<file path="config.mk">
export PLATFORM = sky130hd
export DESIGN_NAME = line_trigger_exposure_control
export DESIGN_NICKNAME = d
export VERILOG_FILES = /design/src/hdl/edge_sync.v /design/src/hdl/pulse_divider.v /design/src/hdl/line_trigger_exposure_control.v
export VERILOG_INCLUDE_DIRS = /design/src /design/src/hdl
export SDC_FILE = /design/constraint.sdc
export NUM_CORES = 1
export LEC_CHECK = 0
export BUFFER_PORTS_ARGS = -buffer_cell sky130_fd_sc_hd__buf_2
export CORE_UTILIZATION = 38
export CTS_BUF_LIST = sky130_fd_sc_hd__clkbuf_2
export DETAILED_ROUTE_END_ITERATION = 16
export GPL_TIMING_DRIVEN = 0
export HOLD_SLACK_MARGIN = 0.1
export PLACE_DENSITY = 0.64
export RECOVER_POWER = 25
export SETUP_SLACK_MARGIN = 0.02
export SYNTH_ARGS = -nofsm -noshare
export SYNTH_HDL_FRONTEND = slang
export SYNTH_SLANG_ARGS = --single-unit
</file>
<file path="constraint.sdc">
create_clock -name clk_i -period 16.5 [get_ports clk_i]
set_input_delay 0.825 -clock clk_i [delete_from_list [all_inputs] [get_ports clk_i]]
set_output_delay 0.825 -clock clk_i [all_outputs]
set_load 0.01 [all_outputs]
</file>
<file path="src/hdl/line_trig_consts.vh">
`ifndef LINE_TRIG_CONSTS_VH
`define LINE_TRIG_CONSTS_VH

// register byte offsets
`define OFF_CTRL 12'h000
`define OFF_EXPOSURE 12'h004
`define OFF_PERIOD 12'h008
`define OFF_FORMAT 12'h00C
`define OFF_STATUS 12'h010
`define OFF_MEASURED 12'h014

// control fields
`define CTRL_SYNC_EN 0
`define CTRL_POL 1
`define CTRL_MODE_LO 2
`define CTRL_MODE_HI 3
`define CTRL_TARGET 4

// integration_control_choice encodings
`define MODE_OFF 2'h0
`define MODE_TIMED 2'h1
`define MODE_WIDTH 2'h2

// reset values; exposure and period in clock cycles, control as a register word
`define RST_EXPOSURE 32'h000003E8
`define RST_PERIOD 32'h00000FA0
`define RST_CTRL 32'h00000004

// format field positions: link speed, sample packing, region width
`define FMT_LINK_LO 0
`define FMT_LINK_HI 1
`define FMT_PACK_LO 2
`define FMT_PACK_HI 3
`define FMT_WIDTH_LO 16
`define FMT_WIDTH_HI 31

// timing
`define CLK_HZ 20000000
`define INIT_US 1000
`define INIT_CYCLES ((`INIT_US * (`CLK_HZ / 1000000)))
`define BLINK_MS 100
`define BLINK_CYCLES ((`BLINK_MS * (`CLK_HZ / 1000)))
`define LINE_CYCLE_FLOOR 32'h000000C8

`endif

</file>
<file path="src/hdl/edge_sync.v">
`timescale 1ns/1ps
`default_nettype none
module edge_sync (
	input wire clk_i,
	input wire rst_i,
	input wire pin_i,
	output reg level_o,
	output wire rise_o,
	output wire fall_o
);
	reg meta_q;
	reg prev_q;

	always @(posedge clk_i)
	begin
		if (rst_i)
		begin
			meta_q <= 1'b0;
			level_o <= 1'b0;
			prev_q <= 1'b0;
		end
		else
		begin
			meta_q <= pin_i;
			level_o <= meta_q;
			prev_q <= level_o;
		end
	end

	assign rise_o = level_o & ~prev_q;
	assign fall_o = ~level_o & prev_q;
endmodule // edge_sync
`default_nettype wire

</file>
<file path="src/hdl/pulse_divider.v">
`timescale 1ns/1ps
`default_nettype none
module pulse_divider #(
	parameter [31:0] COUNT = 32'h00000002
) (
	input wire clk_i,
	input wire rst_i,
	output reg tick_o
);
	reg [31:0] cnt_q;

	always @(posedge clk_i)
	begin
		if (rst_i)
		begin
			cnt_q <= 32'h00000000;
			tick_o <= 1'b0;
		end
		else if (cnt_q == COUNT - 32'h00000001)
		begin
			cnt_q <= 32'h00000000;
			tick_o <= 1'b1;
		end
		else
		begin
			cnt_q <= cnt_q + 32'h00000001;
			tick_o <= 1'b0;
		end
	end
endmodule // pulse_divider
`default_nettype wire

</file>
<file path="src/hdl/line_trigger_exposure_control.v">
// Register access over AHB-Lite and the address map are this design's own decisions.
`timescale 1ns/1ps
`default_nettype none
`include "line_trig_consts.vh"

// Notes on behaviour
// - With external sync on and aimed at line start, each accepted trigger starts one line.
// - In timed and off exposure modes, the line starts on the configured trigger edge.
// - In timed mode each line integrates for exactly the programmed duration from line start, one cycle if it is zero.
// - In triggered timed mode, a duration longer than the trigger period is clamped to it.
// - In off mode the integration fills the whole line period.
// - In triggered pulse-length mode integration lasts while the trigger is at its active level.
// - With sync off, lines start internally at the set period, exposure capped to one period.
// - The internal line period is held above a floor set by packing, width and link speed.
// - During initialization after power-up the indicator shows amber.
// - When initialization completes the indicator turns green.
// - While triggers arrive in triggered mode the indicator blinks green at a fixed rate.
module line_trigger_exposure_control #(
	parameter [31:0] INIT_COUNT = `INIT_CYCLES,
	parameter [31:0] BLINK_COUNT = `BLINK_CYCLES
) (
	input wire clk_i,
	input wire rst_i,
	input wire hsel_i,
	input wire [31:0] haddr_i,
	input wire [1:0] htrans_i,
	input wire hwrite_i,
	input wire [2:0] hsize_i,
	input wire [31:0] hwdata_i,
	input wire hready_i,
	output reg [31:0] hrdata_o,
	output wire hreadyout_o,
	output wire hresp_o,
	input wire trigger_pin_i,
	output reg per_line_begin_event_o,
	output reg integrating_o,
	output reg led_green_o,
	output reg led_amber_o
);
	// ------------------------------------------------------------
	// register bus
	// ------------------------------------------------------------
	reg [31:0] ctrl_q;
	reg [31:0] exposure_q;
	reg [31:0] period_q;
	reg [31:0] format_q;
	reg wr_pend_q;
	reg [11:0] wr_addr_q;
	reg [31:0] trig_period_q;
	reg init_done_q;

	wire external_line_sync_enable = ctrl_q[`CTRL_SYNC_EN];
	wire trigger_polarity_choice = ctrl_q[`CTRL_POL];
	wire [1:0] integration_control_choice = ctrl_q[`CTRL_MODE_HI:`CTRL_MODE_LO];
	wire trigger_target_choice = ctrl_q[`CTRL_TARGET];
	wire addr_phase = hsel_i & hready_i & htrans_i[1];

	assign hreadyout_o = 1'b1;
	assign hresp_o = 1'b0;

	function [31:0] reg_read;
		input [11:0] a;
		input [31:0] status;
		begin
			case (a)
				`OFF_CTRL: reg_read = ctrl_q;
				`OFF_EXPOSURE: reg_read = exposure_q;
				`OFF_PERIOD: reg_read = period_q;
				`OFF_FORMAT: reg_read = format_q;
				`OFF_STATUS: reg_read = status;
				`OFF_MEASURED: reg_read = trig_period_q;
				default: reg_read = 32'h00000000;
			endcase
		end
	endfunction

	// ------------------------------------------------------------
	// line rate floor
	// ------------------------------------------------------------
	// floor grows with bytes per line and shrinks with link speed
	wire [1:0] link_speed = format_q[`FMT_LINK_HI:`FMT_LINK_LO];
	wire [1:0] packing = format_q[`FMT_PACK_HI:`FMT_PACK_LO];
	wire [15:0] roi_width = format_q[`FMT_WIDTH_HI:`FMT_WIDTH_LO];
	wire [31:0] bytes_line = {14'h0000, roi_width, 2'h0} >>
		(2'h2 - ((packing > 2'h2) ? 2'h2 : packing));
	wire [31:0] xfer_cycles = bytes_line >> (3'h4 + {1'b0, link_speed});
	wire [31:0] floor_cycles = (xfer_cycles > `LINE_CYCLE_FLOOR) ?
		xfer_cycles : `LINE_CYCLE_FLOOR;
	wire [31:0] period_eff = (period_q < floor_cycles) ?
		floor_cycles : period_q;

	always @(posedge clk_i)
	begin
		if (rst_i)
		begin
			ctrl_q <= `RST_CTRL;
			exposure_q <= `RST_EXPOSURE;
			period_q <= `RST_PERIOD;
			format_q <= 32'h00000000;
			wr_pend_q <= 1'b0;
			wr_addr_q <= 12'h000;
		end
		else
		begin
			wr_pend_q <= addr_phase & hwrite_i;
			if (addr_phase)
				wr_addr_q <= haddr_i[11:0];
			if (wr_pend_q)
			begin
				case (wr_addr_q)
					`OFF_CTRL: ctrl_q <= {27'h0000000, hwdata_i[4:0]};
					`OFF_EXPOSURE: exposure_q <= hwdata_i;
					`OFF_PERIOD: period_q <= hwdata_i;
					`OFF_FORMAT: format_q <= hwdata_i;
					default: ;
				endcase
			end
		end
	end

	// ------------------------------------------------------------
	// trigger input
	// ------------------------------------------------------------
	wire trig_level;
	wire trig_rise;
	wire trig_fall;

	edge_sync u_sync (
		.clk_i(clk_i),
		.rst_i(rst_i),
		.pin_i(trigger_pin_i),
		.level_o(trig_level),
		.rise_o(trig_rise),
		.fall_o(trig_fall)
	);

	// polarity bit: 0 = low_to_high_edge / active_high_level
	function by_polarity;
		input pol;
		input pos_sel;
		input neg_sel;
		begin
			by_polarity = pol ? neg_sel : pos_sel;
		end
	endfunction

	wire trig_active = by_polarity(trigger_polarity_choice, trig_level,
		~trig_level);
	wire trig_start = by_polarity(trigger_polarity_choice, trig_rise,
		trig_fall);
	wire trig_end = by_polarity(trigger_polarity_choice, trig_fall,
		trig_rise);
	wire width_mode = (integration_control_choice == `MODE_WIDTH) &
		external_line_sync_enable;
	wire timed_mode = (integration_control_choice == `MODE_TIMED) |
		((integration_control_choice == `MODE_WIDTH) &
		~external_line_sync_enable);

	// ------------------------------------------------------------
	// line sequencing
	// ------------------------------------------------------------
	reg [31:0] line_cnt_q;
	reg [31:0] since_trig_q;
	reg [31:0] exp_cnt_q;
	reg [31:0] exp_len_q;
	reg trig_seen_q;

	wire ext_start = external_line_sync_enable & trigger_target_choice &
		init_done_q & trig_start;
	wire int_start = ~external_line_sync_enable & init_done_q &
		(line_cnt_q >= period_eff - 32'h00000001);
	wire line_start = ext_start | int_start;
	wire [31:0] cur_period = external_line_sync_enable ?
		(trig_seen_q ? trig_period_q : period_eff) : period_eff;
	wire [31:0] timed_len = (exposure_q > cur_period) ?
		cur_period : exposure_q;

	always @(posedge clk_i)
	begin
		if (rst_i)
		begin
			line_cnt_q <= 32'h00000000;
			exp_cnt_q <= 32'h00000000;
			exp_len_q <= 32'h00000000;
			integrating_o <= 1'b0;
			per_line_begin_event_o <= 1'b0;
		end
		else
		begin
			per_line_begin_event_o <= line_start;
			if (line_start | external_line_sync_enable)
				line_cnt_q <= 32'h00000000;
			else
				line_cnt_q <= line_cnt_q + 32'h00000001;
			if (width_mode)
			begin
				exp_cnt_q <= 32'h00000000;
				if (ext_start | (init_done_q & trig_active & trigger_target_choice))
					integrating_o <= 1'b1;
				else if (trig_end | ~trig_active)
					integrating_o <= 1'b0;
			end
			else if (line_start)
			begin
				exp_len_q <= timed_mode ? timed_len : cur_period;
				exp_cnt_q <= 32'h00000001;
				integrating_o <= 1'b1;
			end
			else if (integrating_o)
			begin
				// length zero still shows one cycle of integration
				if (exp_cnt_q >= exp_len_q)
					integrating_o <= 1'b0;
				else
					exp_cnt_q <= exp_cnt_q + 32'h00000001;
			end
		end
	end

	// ------------------------------------------------------------
	// trigger period measurement
	// ------------------------------------------------------------
	// zero means no trigger yet since sync was switched on, so the
	// gap left by an earlier run is never taken as a period
	always @(posedge clk_i)
	begin
		if (rst_i)
		begin
			since_trig_q <= 32'h00000000;
			trig_period_q <= 32'h00000000;
			trig_seen_q <= 1'b0;
		end
		else if (~external_line_sync_enable)
		begin
			since_trig_q <= 32'h00000000;
			trig_seen_q <= 1'b0;
		end
		else if (ext_start)
		begin
			since_trig_q <= 32'h00000001;
			if (since_trig_q != 32'h00000000)
			begin
				trig_period_q <= since_trig_q;
				trig_seen_q <= 1'b1;
			end
		end
		// saturates: a stalled trigger keeps the longest period
		else if ((since_trig_q != 32'h00000000) &
			(since_trig_q != 32'hFFFFFFFF))
			since_trig_q <= since_trig_q + 32'h00000001;
	end

	// ------------------------------------------------------------
	// indicator
	// ------------------------------------------------------------
	reg [31:0] init_cnt_q;
	reg blink_q;
	reg recent_q;
	wire blink_tick;
	localparam [1:0] IND_INIT = 2'h0;
	localparam [1:0] IND_SOLID = 2'h1;
	localparam [1:0] IND_BLINK = 2'h2;
	reg [1:0] ind_state_q;
	reg [1:0] ind_state_d;

	// blink uses its own divider, not the trigger rate
	pulse_divider #(
		.COUNT(BLINK_COUNT)
	) u_blink (
		.clk_i(clk_i),
		.rst_i(rst_i),
		.tick_o(blink_tick)
	);

	// ------------------------------------------------------------
	// indicator state
	// ------------------------------------------------------------
	always @*
	begin
		ind_state_d = ind_state_q;
		case (ind_state_q)
			IND_INIT:
				if (init_done_q)
					ind_state_d = IND_SOLID;
			IND_SOLID:
				if (external_line_sync_enable & recent_q)
					ind_state_d = IND_BLINK;
			IND_BLINK:
				if (~external_line_sync_enable | ~recent_q)
					ind_state_d = IND_SOLID;
			default:
				ind_state_d = IND_INIT;
		endcase
	end

	always @(posedge clk_i)
	begin
		if (rst_i)
		begin
			init_cnt_q <= 32'h00000000;
			init_done_q <= 1'b0;
			blink_q <= 1'b0;
			recent_q <= 1'b0;
			led_green_o <= 1'b0;
			led_amber_o <= 1'b1;
			ind_state_q <= IND_INIT;
		end
		else
		begin
			if (~init_done_q)
			begin
				init_cnt_q <= init_cnt_q + 32'h00000001;
				if (init_cnt_q >= INIT_COUNT - 32'h00000001)
					init_done_q <= 1'b1;
			end
			// a trigger within the last blink slot keeps blinking alive
			if (ext_start)
				recent_q <= 1'b1;
			else if (blink_tick & ~blink_q)
				recent_q <= 1'b0;
			if (blink_tick)
				blink_q <= ~blink_q;
			ind_state_q <= ind_state_d;
			led_amber_o <= (ind_state_d == IND_INIT);
			led_green_o <= (ind_state_d == IND_SOLID) |
				((ind_state_d == IND_BLINK) & blink_q);
		end
	end

	// ------------------------------------------------------------
	// read data
	// ------------------------------------------------------------
	wire [31:0] status_word = {27'h0000000, trig_seen_q, led_green_o,
		integrating_o, trig_level, init_done_q};

	always @(posedge clk_i)
	begin
		if (rst_i)
			hrdata_o <= 32'h00000000;
		else if (addr_phase & ~hwrite_i)
			hrdata_o <= reg_read(haddr_i[11:0], status_word);
	end
endmodule // line_trigger_exposure_control
`default_nettype wire

</file>
==> results of run 1 <==
==> cell families after synthesis <==
group | after synthesis
other | 2
flip-flops | 384
XOR/XNOR | 162
AO/OA/AOI/OAI | 476
multiplexers | 193
AND/OR/NAND/NOR | 1002
buffers and inverters | 243
adder cells (fa/ha/maj) | 116
==> where the power goes <==
| group | internal, W | switching, W | leakage [nW] |
|---|---|---|---|
| combinational | 0.0000256 | 0.0000494 | 5.87 |
| clock | 0.000245 | 0.000413 | 0.643 |
| sequential | 0.000930 | 0.00000353 | 3.10 |
| total | 0.00120 | 0.000466 | 9.61 |
==> stage by stage <==
stage / instance area (um2) / power (W) / utilization / hold slack (ps)
global placement: 22670 / 0.001019 / 0.4107 / 427.3
finish: 23960 / 0.001666 / 0.4340 / 223.1
global route: 23960 / 0.001739 / 0.4340 / 212.9
detailed placement: 22670 / 0.001020 / 0.4107 / 436.0
CTS: 23960 / 0.001685 / 0.4341 / 112.0
floorplan: 21300 / 0.0009876 / - / 413.8
==> flip-flops by register name, summed over array words and instances, names as in the netlist, 2 cells and up <==
signal and count:
since_trig_q 32, wr_addr_q 12, hrdata_o 32, ctrl_q 5, period_q 32, init_cnt_q 32, exposure_q 32, format_q 32
exp_len_q 32, u_blink.cnt_q 32, line_cnt_q 32, exp_cnt_q 32, ind_state_q 2, trig_period_q 32
==> area by class of cell <==
class | count | area [um2]
Buffer | 139 | 566.8
Antenna cell | 2 | 5.005
Clock buffer | 140 | 700.7
Clock inverter | 27 | 152.6
Multi-Input combinational cell | 1951 | 12670
Timing Repair Buffer | 130 | 849.6
Tap cell | 748 | 935.9
Sequential cell | 384 | 7687
Inverter | 104 | 390.4
Fill cell | 5528 | 31240
==> layer usage <==
layer	vias up	track usage	wire (um)
li1	9589	-	-
met5	-	0	27
met1	9551	0.3266	31570
met2	695	0.4151	33570
met4	4	0.1162	2853
met3	147	0.05208	5373
==> worst max path at each step <==
stage | endpoint | slack [ps] | cells past startpoint
after CTS | exp_len_q[13]$_SDFFE_PP0P_ | 6070 | 32
after global routing | exp_len_q[13]$_SDFFE_PP0P_ | 5350 | 32
after detailed placement | exp_len_q[13]$_SDFFE_PP0P_ | 6130 | 32
final | exp_len_q[13]$_SDFFE_PP0P_ | 5900 | 32
after global placement | exp_len_q[13]$_SDFFE_PP0P_ | 6250 | 32
after floorplan | exp_len_q[21]$_SDFFE_PP0P_ | 8700 | 37
==> Yosys cell counts, types with 8 or more instances <==
library cell    n  area, um2
nand2b_1       15      93.84
nor4_1         28      175.2
nor2_1        320       1201
buf_1          11      41.29
nor2b_1        20      125.1
o31ai_1        10      75.07
and2_1         14      87.58
nor3_1         24      120.1
xnor2_1        67      586.8
nand4_1        50      312.8
o211ai_1       15      112.6
o41ai_1         8      70.07
or3_1          25      156.4
a211oi_1       37      277.8
a21o_1         53      397.9
nand3_1        81      405.4
and4_1         17      148.9
a22oi_1        28      210.2
a21oi_1       186      930.9
o2111ai_1       9      78.83
or4_1          12      90.09
dfxtp_1       384       7687
and3_1         29      181.4
nand2_1       330       1239
a2111oi_0      11      96.34
mux2i_1       170       1702
xor2_1         95      832.1
o22ai_1        32      200.2
ha_1          116       1451
o21ai_0        47      235.2
inv_1         102      382.9
clkbuf_1      116      435.4
==> worst max-delay path, delay by kind of cell (launching register included) <==
kind | cells | cell delay, ps
compound gates | 12 | 3660
simple gates | 9 | 3180
xor+xnor | 1 | 70
mux | 1 | 510
buf+inv | 6 | 1650
flops | 1 | 350
fa+ha+maj | 3 | 960
==> results.toml, run 1 <==
[sta]
worst_pin_slew_ps = 1284
period_share = 0.6422
rsz0062_at_grt = "no"
setup_ws_ps = 5904
setup_viol = 0
finalClockSkew_ps = 110.3
relSlewSlack = 0.1320
drv_slew = 0
max_freq_mhz = 94.38
post-route-min-period_ps = 10600
finalHoldViolCount = 0
setup_tns_ps = 0

[route]
vias_per_cell = 5.513
wl_mm = 73.40
postRouteAntennaNets = 0
first_iter_violations = 1440
dr.pass1.iters = 5
vias = 19986
drc = 0
wl_per_cell_um = 20.25

[yosys]
synth_ff_type = "dfxtp_1"
synth.distinct_cells = 81
synth.area.mux_share = 0.09638
synthCells = 2578
synth_edf_count = 0
syn_area_mm2 = 0.02130
seq_area_frac_synth = 0.3609
yosys.area_share.simple = 0.2192
synth_top_family_by_area = "simple AND/OR/NAND/NOR gates"
synth_async_sr_flop_share = 0
yosys_register_bits = 384
synthAdderAreaFrac = 0.06813
syn_nets = 2769
ys_warn_count = 0
syn_avg_cell_area_um2 = 8.263
synth_xor_area_frac = 0.06660
synth-compound-area-share = 0.1435

[cts]
cts-buffers-inserted = 100
htree_levels = 3
cts_post_setup_buffers_inserted = 0
clock-sinks = 384
cts-root-buf = "clkbuf_2"
clock_path_buffers = 3
clk_latency_ps = 1150
clk_pin_slew_ps = 110
cts_tree = "done"
hold_buffers = 44
post_cts_resized = 0

[worst_setup_path]
rr_startpoint = "format_q[3]$_SDFFE_PP0P_"
startpoint = "format_q[3]$_SDFFE_PP0P_"
crit_type = "flip-flop to flip-flop"
rrSetupSlack_ps = 5900
critPathRequiredTime_ps = 17460
start_kind = "flip-flop"
cp_slowest_cell = "nor4b_1"
crit_top_cell = "a211oi_1"
r2r_cells = 32
crit_arrival_ps = 11560
critPathMaxStageDelay_ps = 1070
crit_fanout = 10
timing.rr.end = "exp_len_q[13]$_SDFFE_PP0P_"
endpoint_kind = "flip-flop"

[finish]
final_common_cell = "dfxtp_1"
drive_gt1_frac = 0.09391
final_cells = 3625
layout.nets = 3001
final_cell_mix = "dfxtp_1 (384), nand2_1 (330), nor2_1 (320), a21oi_1 (186), mux2i_1 (170)"
area_growth_pct = 12.47

[global_route]
antenna_found_initial = 3
gr-total-overflow = 0
grt_pass1_vias = 19293
grt_pass1_wl_mm = 111.8
grt_max_degree = 16
track_usage = 0.2562

[floorplan]
ios = 113
fp-row-count = 86
core_region_area_mm2 = 0.05520
fp.dieW_um = 238.8
initial_utilization = 0.3859
dieHeight_um = 238.8
dieArea_mm2 = 0.05701

[power_and_ir_drop]
ir_drop_mv = 0.04555
p_per_area_mw_per_mm2 = 69.54
p_leak_nw = 9.605

[placement]
place_inst = 3412
place_ws_ps = 6134
port_buffers = 86
dpl.hpwl_mm = 57.50
gp_congestion = 1.017

[run]
cap_violations = 0

[outcome]
run_status = "finished clean"

[min_path]
hold_start = "hready_i"
hold_path.class = "input pin to flip-flop"
whs_path_depth = 4
min_to = "wr_addr_q[1]$_SDFFE_PP0P_"
No activity file was read; power rests on OpenSTA's default activity.
==> run 2, diff against run 1 <==
- PLACE_DENSITY: 0.64 -> 0.66
- clock period: 16.5 -> 9.1 ns (I/O delays scaled with it)
==> run 2 against run 1 <==
Net effect:
- clock power is 99% higher
- sequential cell count stayed put
- power is 89% higher
- first-iteration DRC count is 13% higher
- cell count is 2.0% higher
- design area is 3.5% higher
- sequential power is 81% higher
- critical endpoint is now exp_len_q[19]$_SDFFE_PP0P_
- highest routed layer unchanged
==> results.toml, run 2 (same netlist as run 1, synthesis figures left out) <==
[placement]
place_ws_ps = -899.7
dpl.hpwl_mm = 53.57
gp_congestion = 0.9922
port_buffers = 86

[cts]
cts_tree = "done"
cts-buffers-inserted = 102
clk_pin_slew_ps = 110
cts-root-buf = "clkbuf_2"
clock_path_buffers = 3
clk_latency_ps = 1110
htree_levels = 3
clock-sinks = 384

[worst_setup_path]
timing.rr.end = "exp_len_q[19]$_SDFFE_PP0P_"
crit_fanout = 10
rr_startpoint = "format_q[3]$_SDFFE_PP0P_"
critPathRequiredTime_ps = 10110
cp_slowest_cell = "mux2i_1"
start_kind = "flip-flop"
startpoint = "format_q[3]$_SDFFE_PP0P_"
endpoint = "exp_len_q[19]$_SDFFE_PP0P_"
critPathMaxStageDelay_ps = 550
endpoint_kind = "flip-flop"
r2r_cells = 32
crit_top_cell = "a21o_1"
rrSetupSlack_ps = 370
crit_type = "flip-flop to flip-flop"
crit_arrival_ps = 9740

[sta]
setup_ws_ps = 369.4
whs_ps = 202.7
setup_tns_ps = 0
setup_viol = 0
relSlewSlack = 0.3296
max_freq_mhz = 114.5
period_share = 0.9594
worst_pin_slew_ps = 1006
drv_slew = 0
finalHoldViolCount = 0
rsz0062_at_grt = "no"
finalClockSkew_ps = 59.05
post-route-min-period_ps = 8731

[power_and_ir_drop]
finalPower_w = 0.003149
p_leak_nw = 9.894
p_per_area_mw_per_mm2 = 127.0
ir_drop_mv = 0.09506

[floorplan]
fp.dieW_um = 238.8
fp-row-count = 86
initial_utilization = 0.3859
dieHeight_um = 238.8
dieArea_mm2 = 0.05701
core_region_area_mm2 = 0.05520
ios = 113

[finish]
final_cell_mix = "dfxtp_1 (384), nand2_1 (330), nor2_1 (319), a21oi_1 (184), mux2i_1 (167)"
drive_gt1_frac = 0.09976
fin_util = 0.4490
final_common_cell = "dfxtp_1"
layout.nets = 3062
area_growth_pct = 16.36

[run]
cap_violations = 0

[route]
drc = 0
vias = 20095
vias_per_cell = 5.435
postRouteAntennaNets = 0
dr.pass1.iters = 5
wl_mm = 71.14
wl_per_cell_um = 19.24
first_iter_violations = 1620

[global_route]
grt_pass1_vias = 18752
grt_max_degree = 16
gr-total-overflow = 0
track_usage = 0.2460
antenna_found_initial = 2
grt_pass1_wl_mm = 108.5

[min_path]
hold_path.class = "input pin to flip-flop"

[outcome]
run_status = "finished clean"
## run 2: cell count changes in the layout (fill, tap and decap cells not counted), moves of 3 or more
cell / previous run / this run
buf_2: 75 / 55
mux2i_1: 170 / 167
buf_4: 2 / 10
clkbuf_1: 135 / 148
a2111oi_0: 11 / 8
clkinv_2: 0 / 4
a211oi_2: 2 / 5
clkbuf_2: 140 / 147
bufinv_16: 1 / 4
dlygate4sd3_1: 44 / 95
clkinv_1: 22 / 25
a211oi_1: 37 / 34
## run 2: stage by stage
| stage | cell area [um2] | std cells |
|---|---|---|
| 2_1_floorplan | 21300 | 2578 |
| 3_3_place_gp | 22670 | 3412 |
| 3_5_place_dp | 22690 | 3413 |
| 4_1_cts | 24670 | 3688 |
| 5_1_grt | 24790 | 3696 |
| 6_report | 24790 | 3697 |
## run 2: what timing repair did
item	4_1_cts	5_1_grt
resized for setup	15	35
setup endpoints to repair	92	98
pin swaps	0	3
buffers inserted	0	7
hold buffers	95	0
hold endpoints to repair	131	0
## run 2: cell type report
type,count,area [um2]
plain buffers,139,590.6
well taps,748,935.9
diodes,2,5.005
flip-flops and latches,384,7687
fillers,5590,30410
clock inverters,37,267.8
multi-input cells,1951,12780
clock buffers,143,715.7
inverters,104,394.1
repair buffers,189,1408
## run 2: critical path, delay by kind of cell (launching register included)
family | cells | cell delay, ps
compound gates | 16 | 3670
fa+ha+maj | 2 | 430
buf+inv | 7 | 2280
flops | 1 | 340
mux | 3 | 1240
simple gates | 4 | 690
## run 2: routing by layer
metal	part of all wire	wire length, um	GRT usage	vias to the layer above
met5	0.00018	13	0	-
met4	0.038	2668	0.1064	2
met3	0.075	5326	0.04099	141
met2	0.44	31640	0.3879	757
met1	0.44	31490	0.3300	9483
li1	-	-	-	9712
## run 2: worst min path at each step
stage                     slack, ps                          end                startpoint  cells past startpoint
after global placement          440    u_sync.level_o$_SDFF_PP0_  u_sync.meta_q$_SDFF_PP0_                      1
after CTS                       100    format_q[26]$_SDFFE_PP0P_              hwdata_i[26]                      4
after global routing            150  exposure_q[21]$_SDFFE_PP0P_              hwdata_i[21]                      4
after floorplan                 410    u_sync.level_o$_SDFF_PP0_  u_sync.meta_q$_SDFF_PP0_                      1
after detailed placement        430    u_sync.level_o$_SDFF_PP0_  u_sync.meta_q$_SDFF_PP0_                      1
final                           200     format_q[7]$_SDFFE_PP0P_               hwdata_i[7]                      4
## run 2: report_power, final
part	leakage, nW	switching [W]	internal (W)
combinational	6.08	0.0000921	0.0000581
clock	0.719	0.000763	0.000544
sequential	3.10	0.00000661	0.00169
==> run 3, diff against run 2 <==
- PLACE_DENSITY: 0.66 -> 0.64
- clock period: 9.1 -> 8.4 ns (I/O delays scaled with it)
==> run 3 against run 2 <==
Net effect:
- the flow now finishes with violations (max-capacitance violations, max-slew violations)
- critical path type unchanged
- sequential cell count is the same
- highest routed layer is now met4
- via count is 2.3% higher
- first-iteration DRC count rose by 8.2%
- critical path depth stayed put
- cell count increased by 0.49%
==> results.toml, run 3 (same netlist as run 1, synthesis figures left out) <==
[floorplan]
initial_utilization = 0.3859
dieArea_mm2 = 0.05701
fp.dieW_um = 238.8
dieHeight_um = 238.8
core_region_area_mm2 = 0.05520
ios = 113
fp-row-count = 86

[worst_setup_path]
crit_type = "flip-flop to flip-flop"
crit_arrival_ps = 9080
start_kind = "flip-flop"
crit_fanout = 10
critPathMaxStageDelay_ps = 530
cp_slowest_cell = "mux4_2"
critPathRequiredTime_ps = 9360
rrSetupSlack_ps = 280
endpoint_kind = "flip-flop"

[cts]
clock-sinks = 384
clk_pin_slew_ps = 100
clock_path_buffers = 3
cts-buffers-inserted = 100
clk_latency_ps = 1150
cts_tree = "done"
cts-root-buf = "clkbuf_2"
htree_levels = 3

[min_path]
hold_path.class = "input pin to flip-flop"

[sta]
drv_slew = 9
post-route-min-period_ps = 8117
finalHoldViolCount = 0
relSlewSlack = -0.01325
setup_tns_ps = 0
setup_viol = 0
whs_ps = 221.4
rsz0062_at_grt = "no"
max_freq_mhz = 123.2
period_share = 0.9664
finalClockSkew_ps = 104.1
worst_pin_slew_ps = 1506

[finish]
ff_latch_area_mm2 = 0.007689
final_area_mm2 = 0.02505
final_common_cell = "dfxtp_1"
area_growth_pct = 17.61
fillers = 5425
layout.nets = 3090
multi_input_area_mm2 = 0.01287
drive_gt1_frac = 0.1032
final_cell_mix = "dfxtp_1 (383), nand2_1 (328), nor2_1 (319), a21oi_1 (184), mux2i_1 (166)"

[power_and_ir_drop]
p_per_area_mw_per_mm2 = 131.9
p_leak_nw = 9.978
ir_drop_mv = 0.08939

[global_route]
grt_pass1_vias = 19960
grt_pass1_wl_mm = 114.8
met2_usage = 0.4220
gr-total-overflow = 0
antenna_found_initial = 3
top_usage_layer = "met2"
use_met3 = 0.05416
grt_max_degree = 16
grtUsageMet1 = 0.3313
track_usage = 0.2624

[placement]
dpl.hpwl_mm = 57.50
place_area_mm2 = 0.02267
gp_congestion = 1.017
port_buffers = 86

[outcome]
violations = "max-capacitance violations, max-slew violations"
run_status = "finished, violations left"

[route]
vias_per_cell = 5.535
dr.pass1.iters = 7
wl_per_cell_um = 20.29
wl_mm = 75.38
postRouteAntennaNets = 0
vias = 20564
first_iter_violations = 1753
drc = 0

[run]
cap_violations = 1
==> run 3: final timing paths <==
| check | start | endpoint | cells after the start |
|---|---|---|---|
| worst max register to register | format_q[2]$_SDFFE_PP0P_ | exp_len_q[12]$_SDFFE_PP0P_ | 32 |
| worst min register to register | u_sync.meta_q$_SDFF_PP0_ | u_sync.level_o$_SDFF_PP0_ | 1 |
| worst min-delay path | hwdata_i[1] | ctrl_q[1]$_SDFFE_PP0P_ | 4 |
| worst max-delay path | format_q[2]$_SDFFE_PP0P_ | exp_len_q[12]$_SDFFE_PP0P_ | 32 |
==> run 3: per-layer routing <==
layer  part of all wire  wire (um)  vias up
met1               0.42      31920     9815
met2               0.45      34130      800
met3              0.079       5921      186
li1                   -          -     9763
met4              0.045       3403        0
met5                  0          0        -
==> run 3: metrics by stage <==
| step | cells | setup WS, ps | power [W] | utilization |
|---|---|---|---|---|
| 2_1_floorplan | 2578 | 604.3 | 0.001940 | - |
| 3_3_place_gp | 3412 | -1852 | 0.002001 | 0.4107 |
| 3_5_place_dp | 3412 | -1966 | 0.002003 | 0.4107 |
| 4_1_cts | 3707 | 41.96 | 0.003337 | 0.4525 |
| 5_1_grt | 3715 | 3.308 | 0.003449 | 0.4539 |
| 6_report | 3715 | 282.5 | 0.003304 | 0.4539 |
==> run 3: critical path: cells and delay by family, from the launching register on <==
kind | cells | cell delay [ps]
XOR/XNOR | 1 | 70
flip-flops | 1 | 380
AND/OR/NAND/NOR | 8 | 2100
multiplexers | 3 | 1150
AO/OA/AOI/OAI | 12 | 2630
adder cells (fa/ha/maj) | 3 | 760
buffers and inverters | 5 | 840
==> run 3: cell type report <==
class / instances / area share
multi-input cells: 1951 / 0.5137
flip-flops and latches: 384 / 0.3069
repair buffers: 219 / 0.06727
well taps: 748 / 0.03736
clock buffers: 140 / 0.02797
plain buffers: 139 / 0.02482
inverters: 104 / 0.01563
clock inverters: 27 / 0.006093
diodes: 3 / 0.0002996
==> run 3: timing repair <==
action                                  CTS  global route
endpoints found under the setup margin   98            98
hold buffers                            122             0
buffers inserted                          6             5
gates resized for setup                  53            33
endpoints found under the hold margin   170             0
pin swaps                                 4             4
==> run 3: power by group <==
| part | switching, W | leakage (nW) | total, W | internal, W |
|---|---|---|---|---|
| combinational | 0.000105 | 6.24 | 0.000177 | 0.0000720 |
| sequential | 0.00000704 | 3.10 | 0.00183 | 0.00183 |
| clock | 0.000813 | 0.643 | 0.00129 | 0.000481 |
